[src/common/tdp_pkg.sv]
// Constants, types and tone-table builder for the tone/pulse dialer
package tdp_pkg;

    // ------------------------------------------------------------------
    // Timing
    // ------------------------------------------------------------------
    localparam int CLK_HZ        = 25_000_000;
    localparam int SAMPLE_US     = 122;
    localparam int SAMPLE_CYCLES = CLK_HZ / 1_000_000 * SAMPLE_US;
    localparam int BREAK_MS      = 61;
    localparam int MAKE_MS       = 39;
    localparam int GAP_MS        = 200;
    localparam int DIGIT_TEN     = 10;

    // ------------------------------------------------------------------
    // Registers and fields
    // ------------------------------------------------------------------
    localparam logic [3:0]  REG_BURST    = 4'h0;
    localparam logic [3:0]  REG_DIAL     = 4'h1;
    localparam logic [3:0]  REG_STATUS   = 4'h2;
    localparam logic [15:0] BURST_RST    = 16'h0334;
    localparam logic [3:0]  END_MARK     = 4'hf;
    localparam int          ST_HOOK_BIT  = 0;
    localparam int          ST_BUSY_BIT  = 1;
    localparam int          ST_TONE_BIT  = 2;
    localparam int          ST_DIGIT_LSB = 4;

    // ------------------------------------------------------------------
    // Types
    // ------------------------------------------------------------------
    typedef struct packed {
        logic        wr;
        logic        rd;
        logic [3:0]  addr;
        logic [15:0] wdata;
    } tdp_bus_req_t;

    typedef struct packed {
        logic       valid;
        logic [3:0] code;
    } tdp_key_t;

    typedef enum logic [5:0] {
        ST_ON_HOOK = 6'h01,
        ST_IDLE    = 6'h02,
        ST_BREAK   = 6'h04,
        ST_MAKE    = 6'h08,
        ST_GAP     = 6'h10,
        ST_TONE    = 6'h20
    } tdp_state_t;

    typedef logic [127:0][7:0] tdp_rom_t;

    // ------------------------------------------------------------------
    // Tone tables
    // ------------------------------------------------------------------
    // Low group 697/770/852/941, high group 1209/1336/1477/1633
    localparam int LO_LEN [4] = '{35, 32, 29, 26};
    localparam int LO_CYC [4] = '{3, 3, 3, 3};
    localparam int HI_LEN [4] = '{27, 37, 11, 5};
    localparam int HI_CYC [4] = '{4, 6, 2, 1};
    // One sine period in 16 phases, positive peak first
    localparam logic [15:0][2:0] COS16 = {3'h7, 3'h6, 3'h5, 3'h4, 3'h2, 3'h1,
        3'h0, 3'h0, 3'h0, 3'h1, 3'h2, 3'h4, 3'h5, 3'h6, 3'h7, 3'h7};

    function automatic int tdp_len(input logic grp, input logic [1:0] t);
        return grp ? HI_LEN[t] : LO_LEN[t];
    endfunction

    function automatic int tdp_cyc(input logic grp, input logic [1:0] t);
        return grp ? HI_CYC[t] : LO_CYC[t];
    endfunction

    // Table start address of tone idx in a group
    function automatic logic [6:0] tdp_start(input logic grp, input logic [1:0] idx);
        logic [6:0] a;
        a = '0;
        for (int t = 0; t < 4; t++) begin
            if (2'(t) < idx) a = a + 7'(tdp_len(grp, 2'(t)) + 1);
        end
        return a;
    endfunction

    // Low-group samples in the upper nibble, high group in the lower
    function automatic tdp_rom_t tdp_build_rom();
        tdp_rom_t   r;
        int         a;
        int         ln;
        int         ph;
        logic [3:0] nib;
        r = '0;
        for (int g = 0; g < 2; g++) begin
            a = 0;
            for (int t = 0; t < 4; t++) begin
                ln = tdp_len(1'(g), 2'(t));
                for (int n = 0; n <= ln; n++) begin
                    ph = ((tdp_cyc(1'(g), 2'(t)) * n * 16 + ln / 2) / ln) % 16;
                    nib = (n == ln) ? END_MARK : {1'b0, COS16[ph]};
                    if (g == 0) r[a][7:4] = nib;
                    else r[a][3:0] = nib;
                    a++;
                end
            end
        end
        return r;
    endfunction

    // Digit code to {low index, high index}
    function automatic logic [3:0] tdp_pair(input logic [3:0] code);
        logic [1:0] lo;
        logic [1:0] hi;
        lo = 2'h3;
        hi = 2'h1;
        if (code >= 4'h1 && code <= 4'h9) begin
            lo = 2'((code - 4'h1) / 4'h3);
            hi = 2'((code - 4'h1) % 4'h3);
        end else if (code >= 4'ha && code <= 4'hd) begin
            lo = code[1:0] - 2'h2;
            hi = 2'h3;
        end else if (code == 4'he) begin
            hi = 2'h0;
        end else if (code == 4'hf) begin
            hi = 2'h2;
        end
        return {lo, hi};
    endfunction

endpackage

[src/hw/tdp_dialer.sv]
// Tone and pulse telephone dialer core
`timescale 1ns/1ps

module tdp_dialer #(
    parameter int MS_CYCLES = tdp_pkg::CLK_HZ / 1000
) (
    // Clock and reset
    input  wire logic                  clk,
    input  wire logic                  resetn,
    // Register port
    input  wire tdp_pkg::tdp_bus_req_t bus_req,
    output logic [15:0]                bus_rdata,
    // Keypad and switches
    input  wire tdp_pkg::tdp_key_t     key_in,
    input  wire logic                  dial_type_switch,
    input  wire logic                  cancel_switch,
    // Line side
    output logic                       hook_relay,
    output logic                       hook_indicator,
    output logic [3:0]                 dac_out
);

    // ------------------------------------------------------------------
    // Declarations
    // ------------------------------------------------------------------
    localparam tdp_pkg::tdp_rom_t TONE_ROM = tdp_pkg::tdp_build_rom();

    tdp_pkg::tdp_state_t state_q;
    tdp_pkg::tdp_state_t state_d;
    logic [15:0]         burst_q;
    logic [15:0]         burst_left_q;
    logic [15:0]         div_q;
    logic [7:0]          ms_q;
    logic [3:0]          pulses_q;
    logic [11:0]         samp_q;
    logic [11:0]         gap_q;
    logic [6:0]          ptr_lo_q;
    logic [6:0]          ptr_hi_q;
    logic [6:0]          start_lo_q;
    logic [6:0]          start_hi_q;
    logic [3:0]          digit_q;
    logic [3:0]          dac_q;
    logic                relay_q;
    logic                hook_q;
    logic [15:0]         rdata_q;
    logic [15:0]         status;
    logic                sw_dial;
    logic                key_go;
    logic [3:0]          key_code;
    logic [3:0]          pair;
    logic                pulse_state;
    logic                ms_tick;
    logic                brk_done;
    logic                mk_done;
    logic                gap_done;
    logic                samp_tick;
    logic                tone_start;
    logic [3:0]          lo_raw;
    logic [3:0]          hi_raw;
    logic [3:0]          lo_smp;
    logic [3:0]          hi_smp;
    logic [3:0]          dac_sum;

    // ------------------------------------------------------------------
    // Digit sources and decode
    // ------------------------------------------------------------------
    // Keypad wins over a software dial in the same cycle
    assign sw_dial  = bus_req.wr && bus_req.addr == tdp_pkg::REG_DIAL;
    assign key_go   = key_in.valid || sw_dial;
    assign key_code = key_in.valid ? key_in.code : bus_req.wdata[3:0];
    assign pair     = tdp_pkg::tdp_pair(key_code);

    assign pulse_state = state_q == tdp_pkg::ST_BREAK || state_q == tdp_pkg::ST_MAKE ||
                         state_q == tdp_pkg::ST_GAP;
    assign ms_tick   = div_q == 16'(MS_CYCLES - 1);
    assign brk_done  = ms_tick && ms_q == 8'(tdp_pkg::BREAK_MS - 1);
    assign mk_done   = ms_tick && ms_q == 8'(tdp_pkg::MAKE_MS - 1);
    assign gap_done  = ms_tick && ms_q == 8'(tdp_pkg::GAP_MS - 1);
    assign samp_tick = samp_q == 12'(tdp_pkg::SAMPLE_CYCLES - 1);
    assign tone_start = state_q == tdp_pkg::ST_IDLE && state_d == tdp_pkg::ST_TONE;

    // ------------------------------------------------------------------
    // Control sequence
    // ------------------------------------------------------------------
    always_comb begin
        state_d = state_q;
        unique case (state_q)
            tdp_pkg::ST_ON_HOOK: begin
                if (key_go) state_d = tdp_pkg::ST_IDLE;
            end
            tdp_pkg::ST_IDLE: begin
                if (key_go) begin
                    if (dial_type_switch) state_d = tdp_pkg::ST_TONE;
                    else if (key_code <= 4'h9) state_d = tdp_pkg::ST_BREAK;
                end
            end
            tdp_pkg::ST_BREAK: begin
                if (brk_done) state_d = tdp_pkg::ST_MAKE;
            end
            tdp_pkg::ST_MAKE: begin
                if (mk_done) begin
                    state_d = (pulses_q == 4'h1) ? tdp_pkg::ST_GAP : tdp_pkg::ST_BREAK;
                end
            end
            tdp_pkg::ST_GAP: begin
                if (gap_done) state_d = tdp_pkg::ST_IDLE;
            end
            tdp_pkg::ST_TONE: begin
                if (samp_tick && burst_left_q == 16'h1) state_d = tdp_pkg::ST_IDLE;
            end
            default: state_d = tdp_pkg::ST_ON_HOOK;
        endcase
        if (cancel_switch) state_d = tdp_pkg::ST_ON_HOOK;
    end

    always_ff @(posedge clk or negedge resetn) begin
        if (!resetn) state_q <= tdp_pkg::ST_ON_HOOK;
        else state_q <= state_d;
    end

    // Line outputs follow the next state so they align with state_q
    always_ff @(posedge clk or negedge resetn) begin
        if (!resetn) begin
            relay_q <= 1'b0;
            hook_q  <= 1'b0;
        end else begin
            relay_q <= state_d != tdp_pkg::ST_ON_HOOK && state_d != tdp_pkg::ST_BREAK;
            hook_q  <= state_d != tdp_pkg::ST_ON_HOOK;
        end
    end

    // ------------------------------------------------------------------
    // Pulse timing
    // ------------------------------------------------------------------
    // Millisecond divider restarts on every phase change
    always_ff @(posedge clk or negedge resetn) begin
        if (!resetn) begin
            div_q <= '0;
            ms_q  <= '0;
        end else if (!pulse_state || state_d != state_q) begin
            div_q <= '0;
            ms_q  <= '0;
        end else if (ms_tick) begin
            div_q <= '0;
            ms_q  <= ms_q + 8'h1;
        end else begin
            div_q <= div_q + 16'h1;
        end
    end

    always_ff @(posedge clk or negedge resetn) begin
        if (!resetn) begin
            pulses_q <= '0;
        end else if (state_q == tdp_pkg::ST_IDLE && state_d == tdp_pkg::ST_BREAK) begin
            pulses_q <= (key_code == 4'h0) ? 4'(tdp_pkg::DIGIT_TEN) : key_code;
        end else if (state_q == tdp_pkg::ST_MAKE && mk_done) begin
            pulses_q <= pulses_q - 4'h1;
        end
    end

    always_ff @(posedge clk or negedge resetn) begin
        if (!resetn) digit_q <= '0;
        else if (state_q == tdp_pkg::ST_IDLE && state_d != tdp_pkg::ST_IDLE) digit_q <= key_code;
    end

    // ------------------------------------------------------------------
    // Tone generation
    // ------------------------------------------------------------------
    // Own sample divider, untouched by pulse timing, restarted at each tone start and strobe
    always_ff @(posedge clk or negedge resetn) begin
        if (!resetn) samp_q <= '0;
        else if (tone_start || samp_tick) samp_q <= '0;
        else samp_q <= samp_q + 12'h1;
    end

    always_ff @(posedge clk or negedge resetn) begin
        if (!resetn) begin
            start_lo_q <= '0;
            start_hi_q <= '0;
        end else if (tone_start) begin
            start_lo_q <= tdp_pkg::tdp_start(1'b0, pair[3:2]);
            start_hi_q <= tdp_pkg::tdp_start(1'b1, pair[1:0]);
        end
    end

    assign lo_raw  = TONE_ROM[ptr_lo_q][7:4];
    assign hi_raw  = TONE_ROM[ptr_hi_q][3:0];
    assign lo_smp  = (lo_raw == tdp_pkg::END_MARK) ? TONE_ROM[start_lo_q][7:4] : lo_raw;
    assign hi_smp  = (hi_raw == tdp_pkg::END_MARK) ? TONE_ROM[start_hi_q][3:0] : hi_raw;
    assign dac_sum = {1'b0, lo_smp[2:0]} + {1'b0, hi_smp[2:0]};

    always_ff @(posedge clk or negedge resetn) begin
        if (!resetn) begin
            ptr_lo_q <= '0;
            ptr_hi_q <= '0;
        end else if (tone_start) begin
            ptr_lo_q <= tdp_pkg::tdp_start(1'b0, pair[3:2]);
            ptr_hi_q <= tdp_pkg::tdp_start(1'b1, pair[1:0]);
        end else if (state_q == tdp_pkg::ST_TONE && samp_tick) begin
            ptr_lo_q <= (lo_raw == tdp_pkg::END_MARK) ? start_lo_q + 7'h1 : ptr_lo_q + 7'h1;
            ptr_hi_q <= (hi_raw == tdp_pkg::END_MARK) ? start_hi_q + 7'h1 : ptr_hi_q + 7'h1;
        end
    end

    always_ff @(posedge clk or negedge resetn) begin
        if (!resetn) burst_left_q <= '0;
        else if (tone_start) burst_left_q <= burst_q;
        else if (state_q == tdp_pkg::ST_TONE && samp_tick) burst_left_q <= burst_left_q - 16'h1;
    end

    always_ff @(posedge clk or negedge resetn) begin
        if (!resetn) dac_q <= '0;
        else if (state_q != tdp_pkg::ST_TONE) dac_q <= '0;
        else if (samp_tick) dac_q <= dac_sum;
    end

    // ------------------------------------------------------------------
    // Register port
    // ------------------------------------------------------------------
    always_ff @(posedge clk or negedge resetn) begin
        if (!resetn) burst_q <= tdp_pkg::BURST_RST;
        else if (bus_req.wr && bus_req.addr == tdp_pkg::REG_BURST) burst_q <= bus_req.wdata;
    end

    always_comb begin
        status = '0;
        status[tdp_pkg::ST_HOOK_BIT] = hook_q;
        status[tdp_pkg::ST_BUSY_BIT] = state_q != tdp_pkg::ST_IDLE &&
                                       state_q != tdp_pkg::ST_ON_HOOK;
        status[tdp_pkg::ST_TONE_BIT] = state_q == tdp_pkg::ST_TONE;
        status[tdp_pkg::ST_DIGIT_LSB +: 4] = digit_q;
    end

    // Read data stand for one cycle only, unmapped reads give zero
    always_ff @(posedge clk or negedge resetn) begin
        if (!resetn) begin
            rdata_q <= '0;
        end else if (bus_req.rd) begin
            case (bus_req.addr)
                tdp_pkg::REG_BURST:  rdata_q <= burst_q;
                tdp_pkg::REG_STATUS: rdata_q <= status;
                default:             rdata_q <= '0;
            endcase
        end else begin
            rdata_q <= '0;
        end
    end

    assign bus_rdata      = rdata_q;
    assign hook_relay     = relay_q;
    assign hook_indicator = hook_q;
    assign dac_out        = dac_q;

    // ------------------------------------------------------------------
    // Assertions
    // ------------------------------------------------------------------
    // Cycles since the last sample strobe, checked against the period
    always_ff @(posedge clk or negedge resetn) begin
        if (!resetn) gap_q <= '0;
        else if (tone_start || samp_tick) gap_q <= '0;
        else if (gap_q != 12'hfff) gap_q <= gap_q + 12'h1;
    end
endmodule

[config.mk]
export PLATFORM = sky130hd
export DESIGN_NAME = tdp_dialer
export DESIGN_NICKNAME = d
export VERILOG_FILES = /design/src/common/tdp_pkg.sv /design/src/hw/tdp_dialer.sv
export SDC_FILE = /design/constraint.sdc
export NUM_CORES = 1
export LEC_CHECK = 0
export BUFFER_PORTS_ARGS = -buffer_cell sky130_fd_sc_hd__buf_2
export CAP_MARGIN = 20
export CORE_MARGIN = 2
export CORE_UTILIZATION = 55
export CTS_BUF_LIST = sky130_fd_sc_hd__clkbuf_8 sky130_fd_sc_hd__clkbuf_16
export DETAILED_ROUTE_END_ITERATION = 10
export PLACE_DENSITY_LB_ADDON = 0.15
export SYNTH_ARGS = -nofsm -noshare
export SYNTH_HDL_FRONTEND = slang
export SYNTH_SLANG_ARGS = --single-unit
[constraint.sdc]
create_clock -name clk -period 10.5 [get_ports clk]
set_clock_uncertainty 0.1 [all_clocks]
set_input_delay 1.05 -clock clk [delete_from_list [all_inputs] [get_ports clk]]
set_output_delay 1.05 -clock clk [all_outputs]
set_load 0.05 [all_outputs]
Word-level counts from Yosys, hierarchy flattened

Memories as Yosys holds them, arrays and structs flattened.
Cells that the tools add are included.

Register bits: 132
Memory bits (read-only): 4096
Output and inout bits: 22
Memories kept: 4

Memory list:

| name             | depth | width | read ports | clocked after Yosys merged registers in | write ports | RTL line          | RTL |
|---|---|---|---|---|---|---|---|
| (name not given) | 128   | 8     | 1          | 0                                       | 0           | tdp_dialer.sv:189 | `assign hi_smp = (hi_raw == tdp_pkg::END_MARK) ? TONE_ROM[start_hi_q][3:0] : hi_raw;` |
| (name not given) | 128   | 8     | 1          | 0                                       | 0           | tdp_dialer.sv:188 | `assign lo_smp = (lo_raw == tdp_pkg::END_MARK) ? TONE_ROM[start_lo_q][7:4] : lo_raw;` |
| (name not given) | 128   | 8     | 1          | 0                                       | 0           | tdp_dialer.sv:187 | `assign hi_raw = TONE_ROM[ptr_hi_q][3:0];` |
| (name not given) | 128   | 8     | 1          | 0                                       | 0           | tdp_dialer.sv:186 | `assign lo_raw = TONE_ROM[ptr_lo_q][7:4];` |

Add/sub/neg operators: 18
Divide/modulo/power cells: 2
Magnitude comparators: 16
Eq/ne operators: 28
Mux-type cells: 58
Reduce and logical (&&, ||, !) cells: 27

Operator list:

| cell                                                                 | count |
|---|---|
| 7-bit two-way mux                                                    | 19 |
| 16-bit two-way mux                                                   | 5 |
| 6-bit two-way mux                                                    | 10 |
| 6-bit one-hot mux with 6 select lines                                | 1 |
| 7-bit by 8-bit < comparator with 1-bit output, second input constant | 4 |
| 16-bit one-hot mux with 2 select lines                               | 1 |
| 7-bit by 1-bit adder with 7-bit output, second input constant        | 4 |
| 4-bit two-way mux                                                    | 7 |
| 8-bit two-way mux                                                    | 3 |
| 16-bit by 1-bit adder with 16-bit output, second input constant      | 1 |
| 16-bit by 1-bit == test with 1-bit output, second input constant     | 1 |
| 16-bit by 15-bit == test with 1-bit output, second input constant    | 1 |
| 4-bit == test, second input constant                                 | 4 |
| 8-bit by 6-bit == test with 1-bit output, second input constant      | 2 |
| 16-bit by 1-bit subtractor with 16-bit output, second input constant | 1 |
| 1-bit logical AND                                                    | 15 |
| 7-bit by 5-bit adder with 7-bit output, second input constant        | 2 |
| 7-bit by 6-bit adder with 7-bit output, second input constant        | 2 |
| 12-bit by 1-bit adder with 12-bit output, second input constant      | 1 |
| 12-bit == test, second input constant                                | 1 |
| 6-bit by 3-bit == test with 1-bit output, second input constant      | 2 |
| 6-bit == test, second input constant                                 | 2 |
| 12-bit two-way mux                                                   | 1 |
| 2-bit two-way mux                                                    | 6 |
| 31 further kinds                                                     | 53 |

Logic depth before layout (Yosys ltp)

Depth in word-level cells: 19
Depth in mapped cells: 21

Worst setup path after synthesis

No wires, ideal clock.

Path type: input to register
From: input key_in[4] in the netlist's numbering
To: register ptr_lo_q[1]
Data arrival time: 4.730 ns
Required time: 10.274 ns
Slack: 5.544 ns
Stages on the path: 19
Cell sequence: clkbuf_1 -> mux2_2 -> inv_1 -> ha_1 -> clkbuf_1 -> nand2_1 -> o32a_1 -> inv_1 -> ha_1 -> inv_1 -> ha_1 -> o41a_1 -> o31a_1 -> or3b_2 -> a21oi_1 -> mux2i_1 -> ha_1 -> and3_1 -> a221o_1

Longest elaborated chain between the ends: 14
Elaborated cells on any way between the ends: 33

Ends and longest elaborated chain:

| item                                                                            | RTL line          | RTL |
|---|---|---|
| start: declaration                                                              | tdp_dialer.sv:14  | `input wire tdp_pkg::tdp_key_t key_in,` |
| 4-bit two-way mux *                                                             | tdp_dialer.sv:70  | `assign key_code = key_in.valid ? key_in.code : bus_req.wdata[3:0];` |
| via key_code[1]                                                                 | tdp_dialer.sv:49  | `logic [3:0] key_code;` |
| branches (longest 13 deep; another with 7-bit by 5-bit adder with 7-bit output) | --                |  |
| end signal: assignment                                                          | tdp_dialer.sv:197 | `ptr_lo_q <= tdp_pkg::tdp_start(1'b0, pair[3:2]);` |
| end signal: assignment                                                          | tdp_dialer.sv:200 | `ptr_lo_q <= (lo_raw == tdp_pkg::END_MARK) ? start_lo_q + 7'h1 : ptr_lo_q + 7'h1;` |
| end: declaration                                                                | tdp_dialer.sv:37  | `logic [6:0] ptr_lo_q;` |

Mark *: on every way through the listed nets, which the timed path passes. The select of a mux whose other input is x is not followed.
A chain may end at the register's enable or synchronous reset.

Final worst setup path

From: register ptr_lo_q[1]
To: register ptr_lo_q[6]

Longest elaborated chain between the ends: 6
Elaborated cells on any way between the ends: 7

Ends and longest elaborated chain:

| item                                    | RTL line          | RTL |
|---|---|---|
| memory 128 x 8 bit                      | --                |  |
| 8-bit two-way mux (not written as such) | tdp_dialer.sv:186 |  |
| 4-bit == test                           | tdp_dialer.sv:200 |  |
| 7-bit two-way mux *                     | tdp_dialer.sv:200 |  |
| 7-bit two-way mux *                     | tdp_dialer.sv:199 | `end else if (state_q == tdp_pkg::ST_TONE && samp_tick) begin` |
| 7-bit two-way mux *                     | tdp_dialer.sv:196 | `end else if (tone_start) begin` |

Mark *: on every way between the ends. The rest lies on a longest branch, timed or not. The select of a mux whose other input is x is not followed.

==> impl_metrics.ini <==
[outcome]
status = finished, final reports clean

[setup_path]
critPathMaxFanout = 21
end_kind = flop
path_cells = inv_1 -> ha_1 -> mux4_2 -> nand2_1 -> a41oi_1 -> a211oi_1 -> nand3_1 -> mux2i_1 -> ha_1 -> nand3_1 -> nor2_1 -> xnor2_1 -> mux2i_1 -> a221o_1
crit_path_start_kind = flop
cp.required_ns = 10.71
slowest_delay_ns = 0.80
crit_path_top_delay_cell = dfrtp_1
path_class = reg2reg
cp.arrival_ns = 5.18

[placed_design]
place_area_um2 = 9500
dp_hpwl_um = 15300
gp_congestion = 0.884
post-place-ws_ns = 5.42
portBuffers = 52

[timing]
holdWs_ns = 0.365
fin_ws_ns = 5.52
period_share_pct = 47.4
fin_crit_ns = 4.98
rsz0062_at_grt = false
finalSetupTns_ns = 0
slew_violations = 0
maxSlewHeadroom_pct = 42.9
tightest_slew_ns = 0.856
hold_violations = 0
fmax_ghz = 0.201
final-setup-viol-count = 0

[yosys]
seq_area_frac_synth_pct = 34.9
synth.area.mux_share_pct = 7.85
synthMostInstantiatedCell = nor2_1
yosys.area_share.xor_xnor_pct = 6.24
syn_inst = 1047
synth-compound-area-share_pct = 17.9
yosys.area_share.adder_pct = 8.32
synth_enable_flop_cells = 0
ys_async_sr_fraction_pct = 100
synth_top_family_by_area = simple AND/OR/NAND/NOR gates
yosysTopAreaCell = dfrtp_1
synth_area_leaders = dfrtp_1 33%, ha_1 8.1%, nor2_1 5.4%
synth_warnings = 0
ys_ff_latch = 127
syn_nets = 1138
synth_area_um2 = 9120
yosys.area_share.simple_pct = 20.1
synth_cell_types = 77
syn_avg_cell_area_um2 = 8.71
synthFlopType = dfrtp_1
synth_top_area_share_pct = 33.2
synth_commonest_cells = 131 x nor2_1, 121 x dfrtp_1, 87 x nand2_1, 61 x o21ai_0, 59 x ha_1

[cts]
cts_buffers = 17
cts_tree = done
cts_repair_resize_count = 0
clockBufferDepth = 2
postCtsSetupRepairBufs = 0
cts_hold_buf = 0
clk_latency_ns = 0.42
ctsHtreeMaxLevel = 4
clock-sinks = 127
clk_pin_slew_ns = 0.06
cts_root_buf = clkbuf_16

[drt]
drc = 0
drt_iter0_markers = 553
ant_nets = 0
dr_total_vias = 7737
drt_pass1_iterations = 8
wirelength_um = 21700
viasPerCell = 5.95
wl_per_cell_um = 16.7

[floorplan]
initial_core_util_pct = 55.6
dieWidth_um = 133
die_h_um = 133
rows = 47
core_um2 = 16400
pin_count = 53
dieArea_um2 = 17600

[finish]
fin_nets = 1159
final_area_um2 = 10100
syn_to_final_growth_pct = 11.2
n_antenna_cell = 0
drive_gt1_share_pct = 13.0

[pwr]
ir_drop_mv = 0.149
powerDensity_nw_per_um2 = 226
p_leak_nw = 4.46
fin_total_pwr_mw = 2.29

[global_routing]
gr-total-overflow = 0
grt_usage_pct = 25.5
met1_usage_pct = 36.0
grt_util_met3_pct = 4.21
grt.busiest_layer = met2
gr-usage-met2_pct = 40.4
antenna_found_initial = 0
grt_max_degree = 80
grt_pass1_wl_um = 36500
grt_pass1_vias = 7240

[worst_hold_path]
hold_path.class = reg2reg

[run]
cap_violations = 0
[cells in the final DEF, fill, tap and decap left out, types with 9 or more instances in the layout]
cell type,instances
a211oi_1,19
a21oi_1,54
a31oi_1,13
and2_1,13
and3_1,12
buf_2,51
buf_4,9
clkbuf_16,17
dfrtp_1,121
ha_1,59
inv_1,50
mux2_2,20
mux2i_1,31
nand2_1,87
nand2b_1,11
nand3_1,30
nand4_1,12
nor2_1,131
nor2b_1,11
nor3_1,17
nor4_1,10
o211ai_1,9
o21ai_0,61
or4_1,9
xnor2_1,39
xor2_1,26
[kinds of logic after synthesis]
family                     after synthesis
AOI/OAI and AO/OA                      245
and+or+nand+nor                        378
DFF                                    127
xor gates and xnor gates                65
adders and majority gates               60
muxes                                   59
buffers and inverters                  113
[layout make-up]
type | instances | area, um2
timing repair buffer | 62 | 362
tap | 220 | 275
multi-input combinational | 807 | 5500
fill | 1432 | 6270
clock inverter | 15 | 184
clock buffer | 17 | 425
inverter | 53 | 199
sequential | 127 | 3190
[per-layer routing]
layer | vias up | wire length [um] | share of wire, %
li1 | 3786 | - | -
met1 | 3704 | 10200 | 47
met2 | 214 | 10200 | 47
met3 | 33 | 962 | 4.4
met4 | 0 | 409 | 1.9
met5 | - | 0 | 0
[stage by stage]
step,std cells,utilization (%)
2_1_floorplan,1047,-
3_3_place_gp,1268,57.9
3_5_place_dp,1268,57.9
4_1_cts,1300,61.6
5_1_grt,1301,61.8
6_report,1301,61.8
[worst paths after layout]
| check | slack, ns | from | cells past startpoint | to |
|---|---|---|---|---|
| worst max-delay path | 5.52 | ptr_lo_q[1] | 14 | ptr_lo_q[6] |
| worst min-delay path | 0.37 | div_q[0] | 1 | div_q[0] |
| min in group asynchronous | 0.44 | resetn | 1 | div_q[13] |
| max in group asynchronous | 8.83 | resetn | 3 | burst_q[8] |
| worst max register to register | 5.52 | ptr_lo_q[1] | 14 | ptr_lo_q[6] |
| worst min register to register | 0.37 | div_q[0] | 1 | div_q[0] |
[sequential cells by signal, indices dropped and copies added (netlist names), 6 cells and up]
signal,flops
ms_q,8
bus_rdata,16
div_q,16
state_q,6
burst_q,16
samp_q,12
ptr_hi_q,7
burst_left_q,16
ptr_lo_q,7
[critical path, delay by kind of cell (launching register included)]
kind / cells / cell delay (ns)
and+or+nand+nor: 4 / 0.89
adders and majority gates: 2 / 0.63
AOI/OAI and AO/OA: 3 / 1.12
buffers and inverters: 1 / 0.26
muxes: 3 / 0.91
DFF: 1 / 0.80
xor gates and xnor gates: 1 / 0.13
[report_power, final]
| part | internal (mW) | switching, mW | leakage [nW] | total, mW |
|---|---|---|---|---|
| Combinational | 0.407 | 0.503 | 2.57 | 0.910 |
| Sequential | 0.588 | 0.179 | 1.59 | 0.767 |
| Clock | 0.377 | 0.234 | 0.302 | 0.610 |
(Power assumes the default switching activity.)
